[src/rtl/abs_pkg.sv]
/*
 package for the bytewide static memory host port: widths, pin timing and
 state encoding. assumes one 250 MHz clock in the design that imports it.
*/
package abs_pkg;
    localparam int ABS_ADDR_W = 11;
    localparam int ABS_DATA_W = 8;
    localparam int ABS_DEPTH = 2048;
    localparam int ABS_CLK_PERIOD_PS = 4000;
    // pin timing figures in ns
    localparam int ABS_ACCESS_TIME_NS = 200;
    localparam int ABS_OE_ACCESS_NS = 100;
    localparam int ABS_WRITE_PULSE_NS = 75;
    localparam int ABS_WRITE_DATA_LEAD_TIME_NS = 40;
    localparam int ABS_STROBE_RECOVERY_TIME_NS = 10;
    localparam int ABS_WRITE_FLOAT_DELAY_NS = 35;
    localparam int ABS_DESELECT_FLOAT_DELAY_NS = 35;
    localparam int ABS_CYCLE_TIME_NS = 200;
    // least times round up to whole cycles
    function automatic int abs_cyc_up(input int ns);
        int c;
        c = (ns * 1000 + ABS_CLK_PERIOD_PS - 1) / ABS_CLK_PERIOD_PS;
        return (c < 1) ? 1 : c;
    endfunction
    localparam int ABS_READ_CYC = abs_cyc_up(ABS_ACCESS_TIME_NS);
    localparam int ABS_WPULSE_CYC = abs_cyc_up(ABS_WRITE_PULSE_NS);
    localparam int ABS_LEAD_CYC = abs_cyc_up(ABS_WRITE_DATA_LEAD_TIME_NS);
    localparam int ABS_RECOV_CYC = abs_cyc_up(ABS_STROBE_RECOVERY_TIME_NS);
    localparam int ABS_FLOAT_CYC = abs_cyc_up(ABS_DESELECT_FLOAT_DELAY_NS);
    localparam int ABS_CNT_W = 8;
    typedef enum logic [2:0] {
        ABS_IDLE  = 3'b000,
        ABS_RSET  = 3'b001,
        ABS_READ  = 3'b010,
        ABS_WSET  = 3'b011,
        ABS_WRITE = 3'b100,
        ABS_RECOV = 3'b101
    } abs_state_t;
endpackage

[src/rtl/abs_host.sv]
/*
 host controller that drives a bytewide asynchronous static memory through
 its address, data and three active-low strobes. every access is one byte:
 a request taken while idle runs a fixed sequence of phases and gives a
 one-cycle done pulse as the strobe phase ends, ahead of recovery, the read
 byte standing in o_rdata until the next read.
 strobe timing is counted in clock cycles from the package figures, so a
 slower clock only makes the pulses longer.
 assumes the memory pins are wired to the outputs here; the data wire level
 is resolved outside from the output enable (low = host drives) and comes
 back on i_data_bus. the supply-good level comes from a monitor outside and
 is synchronised here. one clock, no software registers.
*/
`timescale 1ns/1ps
// Contract
// - host holds address stable throughout a write
// - host keeps write strobe high for recovery before next cycle
// - host keeps output drive high during writes
// - select and strobe overlap at least 75 ns
// - write data valid 40 ns before earlier rising edge
module abs_host
    import abs_pkg::*;
#(
    parameter int READ_CYC   = ABS_READ_CYC,
    parameter int WPULSE_CYC = ABS_WPULSE_CYC,
    parameter int RECOV_CYC  = ABS_RECOV_CYC
) (
    input  wire logic                  i_clk,
    input  wire logic                  i_reset,
    input  wire logic                  i_req,
    input  wire logic                  i_write,
    input  wire logic [ABS_ADDR_W-1:0] i_addr,
    input  wire logic [ABS_DATA_W-1:0] i_wdata,
    input  wire logic                  i_power_ok,
    input  wire logic [ABS_DATA_W-1:0] i_data_bus,
    output logic                       o_busy,
    output logic                       o_done,
    output logic [ABS_DATA_W-1:0]      o_rdata,
    output logic [ABS_ADDR_W-1:0]      o_byte_address,
    output logic [ABS_DATA_W-1:0]      o_data_bus,
    output logic                       o_data_bus_oe_n,
    output logic                       o_chip_select_n,
    output logic                       o_write_strobe_n,
    output logic                       o_output_drive_n
);
    abs_state_t              state;
    abs_state_t              next_state;
    logic [ABS_CNT_W-1:0]    cnt;
    logic [ABS_CNT_W-1:0]    next_cnt;
    logic                    pwr_meta;
    logic                    pwr_ok;
    logic [ABS_DATA_W-1:0]   dq_meta;
    logic [ABS_DATA_W-1:0]   dq_sync;

    // named decode of the current phase
    wire cnt_zero  = (cnt == '0);
    wire start     = i_req && pwr_ok && (state == ABS_IDLE);
    wire in_read   = (state == ABS_READ);
    wire in_write  = (state == ABS_WRITE);

    // pin levels for the coming cycle, decoded once; the output registers only
    // copy them, so every pin leaves a flop and no decode sits behind a pad
    wire next_sel_n = !((next_state == ABS_READ) || (next_state == ABS_WRITE));
    wire next_we_n  = (next_state != ABS_WRITE);
    wire next_od_n  = (next_state != ABS_READ); // never low in a write
    wire next_oe_n  = !((next_state == ABS_WSET) || (next_state == ABS_WRITE));
    wire phase_end  = (in_read || in_write) && cnt_zero; // last cycle of a strobe pulse
    wire capture    = in_read && cnt_zero;

    // power lockout: a low supply only stops new takes; an access already
    // running is finished, so the strobes never stop half way through a write
    // supply-good level passes two flops; the first feeds only the second
    always_ff @(posedge i_clk or posedge i_reset) begin
        if (i_reset) begin
            pwr_meta <= 1'b0;
            pwr_ok   <= 1'b0;
        end else begin
            pwr_meta <= i_power_ok;
            pwr_ok   <= pwr_meta;
        end
    end

    // returned data wire, same two-flop path; only read once it has settled
    always_ff @(posedge i_clk or posedge i_reset) begin
        if (i_reset) begin
            dq_meta <= '0;
            dq_sync <= '0;
        end else begin
            dq_meta <= i_data_bus;
            dq_sync <= dq_meta;
        end
    end

    // phase lengths load the down-counter; the cast cuts the int on purpose
    function automatic logic [ABS_CNT_W-1:0] abs_phase_len(input int cycles);
        return ABS_CNT_W'(cycles);
    endfunction

    // phase budget at the default 4 ns clock:
    //   read  : one cycle of address setup with select high, then select and
    //           output drive low for READ_CYC + 3 cycles; the extra cycles pay
    //           for the two-flop data synchroniser plus one of margin
    //   write : one cycle with address and data out and strobes high, then
    //           select and write strobe low together for WPULSE_CYC cycles,
    //           so the data has led the rising edge by a full pulse
    //   recov : after a read the bus is left alone for the deselect float
    //           time; after a write the strobe stays high for the recovery
    //           time before the next take
    // trade-off: one fixed timing sized for the slowest grade; a faster part
    // only loses speed, never data
    // sequencer; each phase length counted down to zero
    always_comb begin
        next_state = state;
        next_cnt   = cnt_zero ? cnt : cnt - 1'b1;
        case (state)
            ABS_IDLE: begin
                if (start) begin
                    next_state = i_write ? ABS_WSET : ABS_RSET;
                    next_cnt   = '0;
                end
            end
            ABS_RSET: begin // address settles before select falls
                next_state = ABS_READ;
                next_cnt   = abs_phase_len(READ_CYC + 2); // room for the sync delay
            end
            ABS_READ: begin
                if (cnt_zero) begin
                    next_state = ABS_RECOV;
                    next_cnt   = abs_phase_len(ABS_FLOAT_CYC); // bus floats after deselect
                end
            end
            ABS_WSET: begin // address and data out, strobe still high
                next_state = ABS_WRITE;
                next_cnt   = abs_phase_len(WPULSE_CYC - 1); // overlap width
            end
            ABS_WRITE: begin
                if (cnt_zero) begin
                    next_state = ABS_RECOV;
                    next_cnt   = abs_phase_len(RECOV_CYC); // strobe high recovery
                end
            end
            ABS_RECOV: begin
                if (cnt_zero) begin
                    next_state = ABS_IDLE;
                end
            end
            default: begin
                next_state = ABS_IDLE;
                next_cnt   = '0;
            end
        endcase
    end

    // state and counter
    always_ff @(posedge i_clk or posedge i_reset) begin
        if (i_reset) begin
            state <= ABS_IDLE;
            cnt   <= '0;
        end else begin
            state <= next_state;
            cnt   <= next_cnt;
        end
    end

    // address and write data latched at the request, held until idle
    // the address stays put through recovery as well, so its hold time is met
    // without any counting of its own; the data drive is released as the strobes rise
    always_ff @(posedge i_clk or posedge i_reset) begin
        if (i_reset) begin
            o_byte_address <= '0;
            o_data_bus     <= '0;
        end else if (start) begin
            o_byte_address <= i_addr;
            o_data_bus     <= i_wdata;
        end
    end

    // strobes: select and write strobe fall together after setup, rise together
    // equal edges keep both edge orders of a write cycle in step
    always_ff @(posedge i_clk or posedge i_reset) begin
        if (i_reset) begin
            o_chip_select_n  <= 1'b1;
            o_write_strobe_n <= 1'b1;
            o_output_drive_n <= 1'b1;
            o_data_bus_oe_n  <= 1'b1;
        end else begin
            o_chip_select_n  <= next_sel_n;
            o_write_strobe_n <= next_we_n;
            o_output_drive_n <= next_od_n;
            // host drives only in write phases, float held through recovery
            o_data_bus_oe_n  <= next_oe_n;
        end
    end

    // read capture at end of read phase; done pulses once per access
    // the capture uses the synchronised wire, never the raw pin
    always_ff @(posedge i_clk or posedge i_reset) begin
        if (i_reset) begin
            o_rdata <= '0;
            o_done  <= 1'b0;
            o_busy  <= 1'b0;
        end else begin
            o_done <= phase_end;
            o_busy <= (next_state != ABS_IDLE);
            if (capture) begin
                o_rdata <= dq_sync;
            end
        end
    end
endmodule

[config.mk]
export PLATFORM = sky130hd
export DESIGN_NAME = abs_host
export DESIGN_NICKNAME = d
export VERILOG_FILES = /design/src/rtl/abs_pkg.sv /design/src/rtl/abs_host.sv
export SDC_FILE = /design/constraint.sdc
export NUM_CORES = 1
export LEC_CHECK = 0
export CORE_ASPECT_RATIO = 0.9
export CORE_MARGIN = 2
export CORE_UTILIZATION = 61
export DETAILED_ROUTE_END_ITERATION = 8
export DONT_BUFFER_PORTS = 1
export PLACE_DENSITY_LB_ADDON = 0.15
export SLEW_MARGIN = 20
export SYNTH_ARGS = -nofsm -noshare
export SYNTH_HDL_FRONTEND = slang
export SYNTH_SLANG_ARGS = --single-unit
[constraint.sdc]
create_clock -name i_clk -period 2.65 [get_ports i_clk]
set_input_delay 0.1325 -clock i_clk [delete_from_list [all_inputs] [get_ports i_clk]]
set_output_delay 0.1325 -clock i_clk [all_outputs]
set_load 0.05 [all_outputs]
-- Word-level counts from Yosys, hierarchy flattened
Cells that the tools add are included.
- multiplexer cells: 10
- reductions and logical operators: 13
- add/subtract/negate cells: 1
- equality and inequality tests: 10
- operators with widths (operator ; count):
    case mux 8 bit (6 select lines) ; 1
    two-way mux 8 bit ; 4
    case mux 3 bit (5 select lines) ; 1
    == test 3 x 2 -> 1 bit (second input constant) ; 4
    == test 3 bit (second input constant) ; 3
    two-way mux 3 bit ; 3
    logical NOT 8 bit ; 1
    subtractor 8 x 1 -> 8 bit (second input constant) ; 1
    logical AND 1 bit ; 4
    == test 3 x 1 -> 1 bit (second input constant) ; 1
    logical NOT 3 bit ; 1
    logical OR 1 bit ; 3
    != test 3 x 2 -> 1 bit (second input constant) ; 1
    != test 3 bit (second input constant) ; 1
    nonzero test 3 bit ; 1
    logical NOT 1 bit ; 2
    two-way mux 2 bit ; 1
    OR reduction 2 bit ; 1
- output and inout bits: 33
- logic and storage cells: 49
- register bits after elaboration: 62

-- Depth between registers and ports, before layout
Gate-level depths: netlist of run 1.
- depth after elaboration: 7
- depth in mapped cells: 11
- mapped depth without buffers: 10

-- Least setup slack after synthesis of run 1
Ideal clock, no wire load.
- path type: flip-flop to flip-flop
- start point: register cnt[1]
- end point: register cnt[0]
- stages on the path, launching flop included: 11
- period minus slack after synthesis: 1.948 ns
- path slack: 0.702 ns
- data arrival time: 1.827 ns
- cells stage by stage: dfrtp_1 -> inv_1 -> ha_1 -> nor4b_4 -> and2_1 -> buf_6 -> inv_2 -> ha_1 -> a21oi_1 -> o21ai_0 -> a22o_1
- longest elaborated chain between the ends: 4
- elaborated cells between the ends (all ways): 6
- ends and longest elaborated chain (item ; line ; source):
    start: declaration ; abs_host.sv:48 ; logic [ABS_CNT_W-1:0] cnt;
    start signal: assignment ; abs_host.sv:161 ; cnt <= next_cnt;
    logical NOT 8 bit (*) ; abs_host.sv:56 ; wire cnt_zero = (cnt == '0);
    two-way mux 8 bit ; abs_host.sv:114 ; next_cnt = cnt_zero ? cnt : cnt - 1'b1;
    two-way mux 8 bit (on tied branches) ; abs_host.sv:137, abs_host.sv:117, abs_host.sv:127 ;
    case mux 8 bit (6 select lines) (*) ; abs_host.sv:115 ; case (state)
    net next_cnt[0] ; abs_host.sv:49 ; logic [ABS_CNT_W-1:0] next_cnt;
Mark *: on every way through the listed nets, which the timed path passes. The rest lies on a longest branch.
A chain may end at the register's enable or synchronous reset.

-- Final worst setup path of run 1
Ends and elaborated chain as after synthesis.

==> metrics.md, run 1 <==
| Metric | Value |
|---|---|
| Multiplexer share of the synthesized area | `0.1233` |
| DRC Markers | `0` |
| Max IR drop VDD | `603.9 uV` |
| Final ANT Viol Nets | `0` |
| Register bit total from synthesis | `62` |
| Post-CTS Setup Inserts | `0` |
| DR pass1 iterations | `4` |
| CTS tree | `done` |
| Clock Skew | `0.006702 ns` |
| Maximum clock insertion buffer count | `2` |
| Vias in the first global route | `1659` |
| Reg clk slew, reported paths | `0.07 ns` |
| Area Growth Syn to Fin | `20.85%` |
| Switching power | `0.3862 mW` |
| Initial Utilization | `0.6473` |
| Final Hold Viols | `0` |
| Slew at the pin closest to its max-slew limit | `0.5827 ns` |
| Syn avg cell area | `14.09 sq um` |
| # rows | `21` |
| CP startpoint kind | `register` |
| Primary FF master, synth | `dfrtp_1` |
| Largest cells by area after synthesis | `dfrtp_1, mux2_2, dfstp_2` |
| Post-Syn Nets | `210` |
| Synth top area share | `0.5885` |
| Kind of critical path | `register to register` |
| WHS | `0.08422 ns` |
| Switch share | `0.2134` |
| Clock sinks | `62` |
| Post-synthesis instance total | `175` |
| Yosys warns | `0` |
| Setup ws final | `0.3618 ns` |
| Sequential element share of the synthesized area | `0.6312` |
| Final instance area | `0.002980 sq mm` |
| Post-cts sizing count | `0` |
| Power consumption | `1.809 mW` |
| Cells after DPL | `216` |
| Port buffer count | `0` |
| All-Layer GR Usage | `0.2297` |
| XOR/XNOR Fraction of Synth Area | `0.02486` |
| Overflow after GRT | `0` |
| Root Buffer | `clkbuf_8` |
| Top Ports | `65` |
| Clock Latency Late Sink | `0.33 ns` |
| Crit path DAT | `2.51 ns` |
| Routability congestion estimate | `0.8629` |
| Post-synthesis async set-or-reset flop share | `1.000` |
| Number of flops mapped to enable cells by yosys | `0` |
| DR vias/cell | `5.836` |
| Slew Viols, Final | `0` |
| Die H | `64.32 microns` |
| Commonest cells post-synth | `dfrtp_1, mux2_2, a21oi_1, o21ai_0, nor2_1` |
| Crit path max fanout | `9` |
| HP Class | `primary input to register` |
| Pleak | `1.394 nW` |
| Pwr/cell area | `607.1 mW/mm^2` |
| Slew headroom | `0.6115` |
| Worst Setup End Kind | `register` |
| Synth Area in Simple Gates | `0.08980` |
| N_diodes | `0` |
| First-pass GRT wire length | `7859 microns` |
| Comb power frac | `0.032` |
| Largest area contributor in the netlist | `dfrtp_1` |
| Drt wl/cell | `17.53 microns` |
| Final net count | `246` |
| Core Box Area | `0.003810 sq mm` |
| Reg power frac | `0.533` |
| Largest family of logic cells by synthesized area | `multiplexers` |
| Largest net degree at the start of global routing | `38` |
| Final wirelength | `4592 microns` |
| Pre-CTS setup slack | `0.3888 ns` |
| Initial antenna violation count | `0` |
| Fmax | `437.0 MHz` |
| Post-route insts no fill | `262` |
| Min cycle time layout | `2.288 ns` |
| CP required | `2.87 ns` |
| RSZ-0062 raised after global routing | `false` |
| Multi-input gate area | `830.8 sq um` |
| Mapped cell area | `0.002466 sq mm` |
| Max cap viols | `0` |
| Placed cell area | `0.002490 sq mm` |
| Core Util, Final | `0.7823` |
| Full die area | `0.004568 sq mm` |
| Most frequent cell after synthesis | `dfrtp_1` |
| Fill cells | `223` |
| Synth unique cells | `41` |
| TNS Setup | `0 ns` |
| Die W | `71.02 microns` |
| Int Pwr | `1.423 mW` |
| Clock network power share | `0.435` |
| Crit share post-route | `0.8635` |
| Compound-Gate Fraction of Synth Area | `0.08371` |
| Sequential cell area | `0.001556 sq mm` |
| H-tree Lvls | `3` |
| Initial drt markers | `120` |
| Final setup viols | `0` |
| Total number of vias | `1529` |
| Status | `complete, no violations` |
| Layout cell share with drive strength beyond 1 | `0.2778` |
| Synth Area in Adders | `0.01522` |
| CTS Buf Count | `9` |
| Hpwl dp | `2913 microns` |
==> routing by layer <==
metal  track usage  routed length, microns
met5             0                       0
met1        0.2892                    1816
met4       0.05189                      50
met3        0.1041                     336
met2        0.3680                    2388
==> cell families after synthesis <==
kind of cell | count (synthesis)
xor gates and xnor gates | 7
and+or+nand+nor | 31
DFF | 62
AOI/OAI and AO/OA | 30
adders and majority gates | 3
muxes | 27
buffers and inverters | 15
==> registers in the layout, indices dropped and copies added, names as in the netlist <==
name              cells
pwr_ok                1
o_write_strobe_n      1
o_data_bus_oe_n       1
dq_sync               8
dq_meta               8
o_busy                1
o_output_drive_n      1
o_chip_select_n       1
o_data_bus            8
cnt                   8
o_byte_address       11
pwr_meta              1
state                 3
o_rdata               8
o_done                1
==> layout by cell type (no fill, tap or decap), types with 2 or more instances in the layout <==
master and n:
a211oi_1 2, a21oi_1 8, buf_4 2, clkbuf_8 9, clkinv_2 2, clkinvlp_4 3
dfrtp_1 58, dfstp_2 4, dlygate4sd3_1 30, ha_1 3, inv_1 5, inv_2 2
mux2_2 27, nand2_1 6, nand3_1 4, nor2_1 7, nor3_1 3, o211ai_1 3
o21ai_0 8, xnor2_1 4, xor2_1 3
==> worst max-delay path, cell delays in order (launching register included) <==
cell	delay, ns
dfrtp_1	0.41
inv_1	0.11
ha_1	0.19
nor4b_4	0.26
and2_1	0.39
inv_2	0.10
ha_1	0.31
a21oi_1	0.14
o21ai_0	0.08
a22o_1	0.18
==> path summary, 6_finish.rpt <==
path / start / end / slack [ns] / depth (start not counted)
setup / recovery: cnt[1] / cnt[0] / 0.36 / 9
hold / removal: i_req / o_busy / 0.08 / 2
setup reg to reg: cnt[1] / cnt[0] / 0.36 / 9
hold reg to reg: dq_meta[3] / dq_sync[3] / 0.35 / 0
max in group asynchronous: i_reset / o_chip_select_n / 1.47 / 3
min in group asynchronous: i_reset / dq_meta[3] / 0.30 / 2
==> cell type report <==
class                           count  area share
Clock buffer                       10     0.04282
Clock inverter                      6     0.02099
Inverter                            8     0.01008
Multi-Input combinational cell     98      0.2788
Sequential cell                    62      0.5222
Tap cell                           46     0.01931
Timing Repair Buffer               32      0.1058
==> what timing repair did <==
item                       4_1_cts  5_1_grt
setup endpoints to repair        0        0
hold endpoints to repair        54        0
hold buffers                    30        0
==> power by group through the flow <==
stage          clock, mW  sequential (mW)  combinational (mW)
5_1_grt            0.852            0.965              0.0660
4_1_cts            0.800            0.965              0.0592
3_3_place_gp           0            0.981              0.0227
6_report           0.786            0.964              0.0586
2_1_floorplan          0            0.981              0.0176
3_5_place_dp           0            0.982              0.0243
No activity file was read; power rests on OpenSTA's default activity.
==> inputs of run 2 (changes only) <==
--- a/config.mk
+++ b/config.mk
@@ -5,7 +5,7 @@
 export SDC_FILE = /design/constraint.sdc
 export NUM_CORES = 1
 export LEC_CHECK = 0
-export CORE_ASPECT_RATIO = 0.9
+export CORE_ASPECT_RATIO = 1.75
 export CORE_MARGIN = 2
 export CORE_UTILIZATION = 61
 export DETAILED_ROUTE_END_ITERATION = 8
==> metrics.md, run 2 (same netlist as run 1, synthesis figures left out) <==
| Metric | Value |
|---|---|
| Max IR drop VDD | `763.6 uV` |
| Hold path start | `i_req` |
| Hold depth | `2` |
| Top Ports | `65` |
| Core Box Area | `0.003866 sq mm` |
| CTS Buf Count | `9` |
| Worst R2R Setup Slack | `0.39 ns` |
| Post-route insts no fill | `265` |
| Fill cells | `220` |
| Layout cell share with drive strength beyond 1 | `0.2857` |
| H-tree Lvls | `3` |
| R2R cell count | `9` |
| Final instance area | `0.003022 sq mm` |
| Wire length on met2 | `2886 microns` |
| Crit share post-route | `0.8523` |
| Min cycle time layout | `2.259 ns` |
| N_diodes | `0` |
| Final ANT Viol Nets | `0` |
| Total number of vias | `1537` |
| Status | `complete, no violations` |
| Die H | `88.11 microns` |
| Placed cell area | `0.002500 sq mm` |
| Vias in the first global route | `1693` |
| Most frequent cells in the layout | `dfrtp_1, dlygate4sd3_1, mux2_2` |
| Family with the most delay on the worst path | `simple AND/OR/NAND/NOR gates` |
| Crit path largest cell delay | `0.41 ns` |
| Routability congestion estimate | `0.8385` |
| Initial drt markers | `24` |
| R2r endpoint | `cnt[0]` |
| Clock Skew | `0.005671 ns` |
| Full die area | `0.004587 sq mm` |
| Commonest non-fill, non-tap cell in the layout | `dfrtp_1` |
| DRC Markers | `0` |
| Largest net degree at the start of global routing | `24` |
| Final setup viols | `0` |
| Biggest register | `o_byte_address` |
| Cells after DPL | `219` |
| Hold_buf cts | `30` |
| Top sig layer | `met4` |
| DR pass1 iterations | `4` |
| Sequential cell area | `0.001556 sq mm` |
| Critical-path cell with the highest stage delay | `dfrtp_1` |
| Worst Setup End Kind | `register` |
| Kind of critical path | `register to register` |
| Slew Viols, Final | `0` |
| HP Class | `primary input to register` |
| Final Hold Viols | `0` |
| Crit-path cells | `inv_1 -> ha_1 -> nor4b_4 -> and2_1 -> inv_2 -> ha_1 -> a21oi_1 -> o21ai_0 -> a22o_1` |
| # rows | `30` |
| Slew headroom | `0.6010` |
| Crit-path most repeated cell | `ha_1` |
| All-Layer GR Usage | `0.2528` |
| Crit path max fanout | `9` |
| Clock sinks | `62` |
| Post-cts sizing count | `0` |
| Pwr/cell area | `638.4 mW/mm^2` |
| Initial antenna violation count | `0` |
| Die W | `52.07 microns` |
| Met3 wire len | `287 microns` |
| Pre-CTS setup slack | `0.4095 ns` |
| Overflow after GRT | `0` |
| Fmax | `442.7 MHz` |
| Clock Latency Late Sink | `0.33 ns` |
| Crit path DAT | `2.48 ns` |
| CP required | `2.88 ns` |
| Reg2reg start | `cnt[1]` |
| Slew at the pin closest to its max-slew limit | `0.5985 ns` |
| RSZ-0062 raised after global routing | `false` |
| Drt wl/cell | `18.89 microns` |
| Buf/Inv on CP | `2` |
| Core Util, Final | `0.7816` |
| CTS tree | `done` |
| TNS Setup | `0 ns` |
| Maximum clock insertion buffer count | `2` |
| Power consumption | `1.929 mW` |
| Root Buffer | `clkbuf_8` |
| First-pass GRT wire length | `8093 microns` |
| WHS | `0.1241 ns` |
| Post-CTS Setup Inserts | `0` |
| M1 WL | `1709 microns` |
| Final net count | `247` |
| CP startpoint kind | `register` |
| Max cap viols | `0` |
| Largest register FFs | `11` |
| DR vias/cell | `5.800` |
| Reg clk slew, reported paths | `0.07 ns` |
| Pleak | `1.416 nW` |
| Setup ws final | `0.3913 ns` |
| Hold endpoint | `o_busy` |
| Hpwl dp | `3152 microns` |
| Multi-input gate area | `830.8 sq um` |
| Initial Utilization | `0.6379` |
| Port buffer count | `0` |
| Area Growth Syn to Fin | `22.53%` |
| Final wirelength | `5005 microns` |
## run 2: how the worst max path moves through the flow
stage / startpoint / to / slack [ns] / depth (start not counted)
2_1_floorplan: cnt[1] / cnt[0] / 0.70 / 10
3_3_place_gp: cnt[1] / cnt[0] / 0.53 / 9
3_5_place_dp: cnt[1] / cnt[0] / 0.41 / 9
4_1_cts: cnt[1] / cnt[0] / 0.41 / 9
5_1_grt: cnt[1] / cnt[0] / 0.17 / 9
6_report: cnt[1] / cnt[0] / 0.39 / 9
## run 2: area by class of cell
type | instances | share of cell area
Multi-Input combinational cell | 98 | 0.2749
Sequential cell | 62 | 0.5151
Tap cell | 48 | 0.01988
Timing Repair Buffer | 33 | 0.1068
Clock inverter | 7 | 0.03230
Inverter | 8 | 0.009938
Clock buffer | 9 | 0.04099
## run 2: routing by layer
layer,up-vias,track usage
met5,-,0
met4,0,0.1483
met3,10,0.08362
met2,66,0.4258
met1,772,0.2690
li1,689,-
## run 2: where the power goes
group	internal [mW]	switching, mW	leakage, nW
logic	0.0336	0.0283	0.513
clock network	0.532	0.370	0.106
registers	0.960	0.00468	0.797
total	1.53	0.403	1.42
==> inputs of run 3 (changes only) <==
--- a/config.mk
+++ b/config.mk
@@ -11,6 +11,7 @@
 export DETAILED_ROUTE_END_ITERATION = 8
 export DONT_BUFFER_PORTS = 1
 export PLACE_DENSITY_LB_ADDON = 0.15
+export RECOVER_POWER = 25
 export SLEW_MARGIN = 20
 export SYNTH_ARGS = -nofsm -noshare
 export SYNTH_HDL_FRONTEND = slang
==> metrics.md, run 3 (same netlist as run 1, synthesis figures left out) <==
| Metric | Value |
|---|---|
| Maximum clock insertion buffer count | `2` |
| CTS Buf Count | `9` |
| Drt wl/cell | `18.93 microns` |
| Max cap viols | `0` |
| # rows | `30` |
| Crit path DAT | `2.48 ns` |
| Pwr/cell area | `638.2 mW/mm^2` |
| Initial Utilization | `0.6379` |
| Root Buffer | `clkbuf_8` |
| Most frequent cells in the layout | `dfrtp_1, dlygate4sd3_1, mux2_2` |
| Hold path start | `i_req` |
| Clock Latency Late Sink | `0.33 ns` |
| Final Hold Viols | `0` |
| Worst R2R Setup Slack | `0.39 ns` |
| H-tree Lvls | `3` |
| Post-CTS Setup Inserts | `0` |
| Crit path max fanout | `9` |
| Critical-path cell with the highest stage delay | `dfrtp_1` |
| DR pass1 iterations | `4` |
| Pleak | `1.417 nW` |
| Clock Skew | `0.005672 ns` |
| Hold_buf cts | `30` |
| Area Growth Syn to Fin | `22.53%` |
| Largest register FFs | `11` |
| Crit-path cells | `inv_1 -> ha_1 -> nor4b_4 -> and2_1 -> inv_2 -> ha_1 -> a21oi_1 -> o21ai_0 -> a22o_1` |
| TNS Setup | `0 ns` |
| Total number of vias | `1538` |
| Buf/Inv on CP | `2` |
| Max IR drop VDD | `763.3 uV` |
| Slew at the pin closest to its max-slew limit | `0.8422 ns` |
| Initial drt markers | `24` |
| Hold endpoint | `o_busy` |
| HP Class | `primary input to register` |
| DR vias/cell | `5.804` |
| Final net count | `247` |
| Die H | `88.11 microns` |
| DRC Markers | `0` |
| Worst Setup End Kind | `register` |
| Reg2reg start | `cnt[1]` |
| Fill cells | `220` |
| Min cycle time layout | `2.259 ns` |
| Commonest non-fill, non-tap cell in the layout | `dfrtp_1` |
| Routability congestion estimate | `0.8385` |
| All-Layer GR Usage | `0.2528` |
| Fmax | `442.7 MHz` |
| WHS | `0.1241 ns` |
| Multi-input gate area | `830.8 sq um` |
| Full die area | `0.004587 sq mm` |
| Initial antenna violation count | `0` |
| Final ANT Viol Nets | `0` |
| CP required | `2.88 ns` |
| N_diodes | `0` |
| Hpwl dp | `3152 microns` |
| Crit-path most repeated cell | `ha_1` |
| First-pass GRT wire length | `8093 microns` |
| R2R cell count | `9` |
| Slew headroom | `0.4379` |
| Die W | `52.07 microns` |
| Port buffer count | `0` |
| Top Ports | `65` |
| R2r endpoint | `cnt[0]` |
| Crit path largest cell delay | `0.41 ns` |
| Slew Viols, Final | `0` |
| Final setup viols | `0` |
| CTS tree | `done` |
| Status | `complete, no violations` |
| Crit share post-route | `0.8523` |
| Core Box Area | `0.003866 sq mm` |
| CP startpoint kind | `register` |
| Final wirelength | `5016 microns` |
| Post-cts sizing count | `0` |
| Vias in the first global route | `1693` |
| Largest net degree at the start of global routing | `24` |
| Clock sinks | `62` |
| Reg clk slew, reported paths | `0.07 ns` |
| Hold depth | `2` |
| Overflow after GRT | `0` |
| Sequential cell area | `0.001556 sq mm` |
| RSZ-0062 raised after global routing | `false` |
| Layout cell share with drive strength beyond 1 | `0.2811` |
| Biggest register | `o_byte_address` |
| Family with the most delay on the worst path | `simple AND/OR/NAND/NOR gates` |
| Kind of critical path | `register to register` |
## run 3: cell counts in the layout (fill, tap and decap cells not counted)
No cell type changed its count.
## run 3: per-stage QoR
stage / std cells / power (mW) / util / setup WS [ns] / area, sq um
2_1_floorplan: 175 / 0.9982 / - / 0.7017 / 2466
6_report: 265 / 1.929 / 0.7816 / 0.3913 / 3022
3_5_place_dp: 219 / 1.008 / 0.6466 / 0.4095 / 2500
4_1_cts: 265 / 1.943 / 0.7816 / 0.4078 / 3022
5_1_grt: 265 / 1.998 / 0.7816 / 0.1726 / 3022
3_3_place_gp: 219 / 1.006 / 0.6466 / 0.5330 / 2500
## run 3: final cells by class
| cell class | count | area share |
|---|---|---|
| repair buffers | 33 | 0.1068 |
| flip-flops and latches | 62 | 0.5151 |
| well taps | 48 | 0.01988 |
| clock buffers | 9 | 0.04099 |
| inverters | 8 | 0.009938 |
| multi-input cells | 98 | 0.2749 |
| clock inverters | 7 | 0.03230 |
## run 3: worst max path at each step
stage,from,endpoint,cells past startpoint
6_report,cnt[1],cnt[0],9
5_1_grt,cnt[1],cnt[0],9
4_1_cts,cnt[1],cnt[0],9
3_5_place_dp,cnt[1],cnt[0],9
3_3_place_gp,cnt[1],cnt[0],9
2_1_floorplan,cnt[1],cnt[0],10
## run 3: power breakdown
part / switching (mW) / internal, mW
logic: 0.0282 / 0.0336
clock network: 0.370 / 0.532
registers: 0.00471 / 0.960
total: 0.403 / 1.53
## run 3: per-layer routing
layer  global-route usage  vias to the layer above  share of wire
met4               0.1483                        0          0.024
met3              0.08362                       10          0.057
li1                     -                      689              -
met1               0.2690                      773           0.34
met2               0.4258                       66           0.58
met5                    0                        -              0
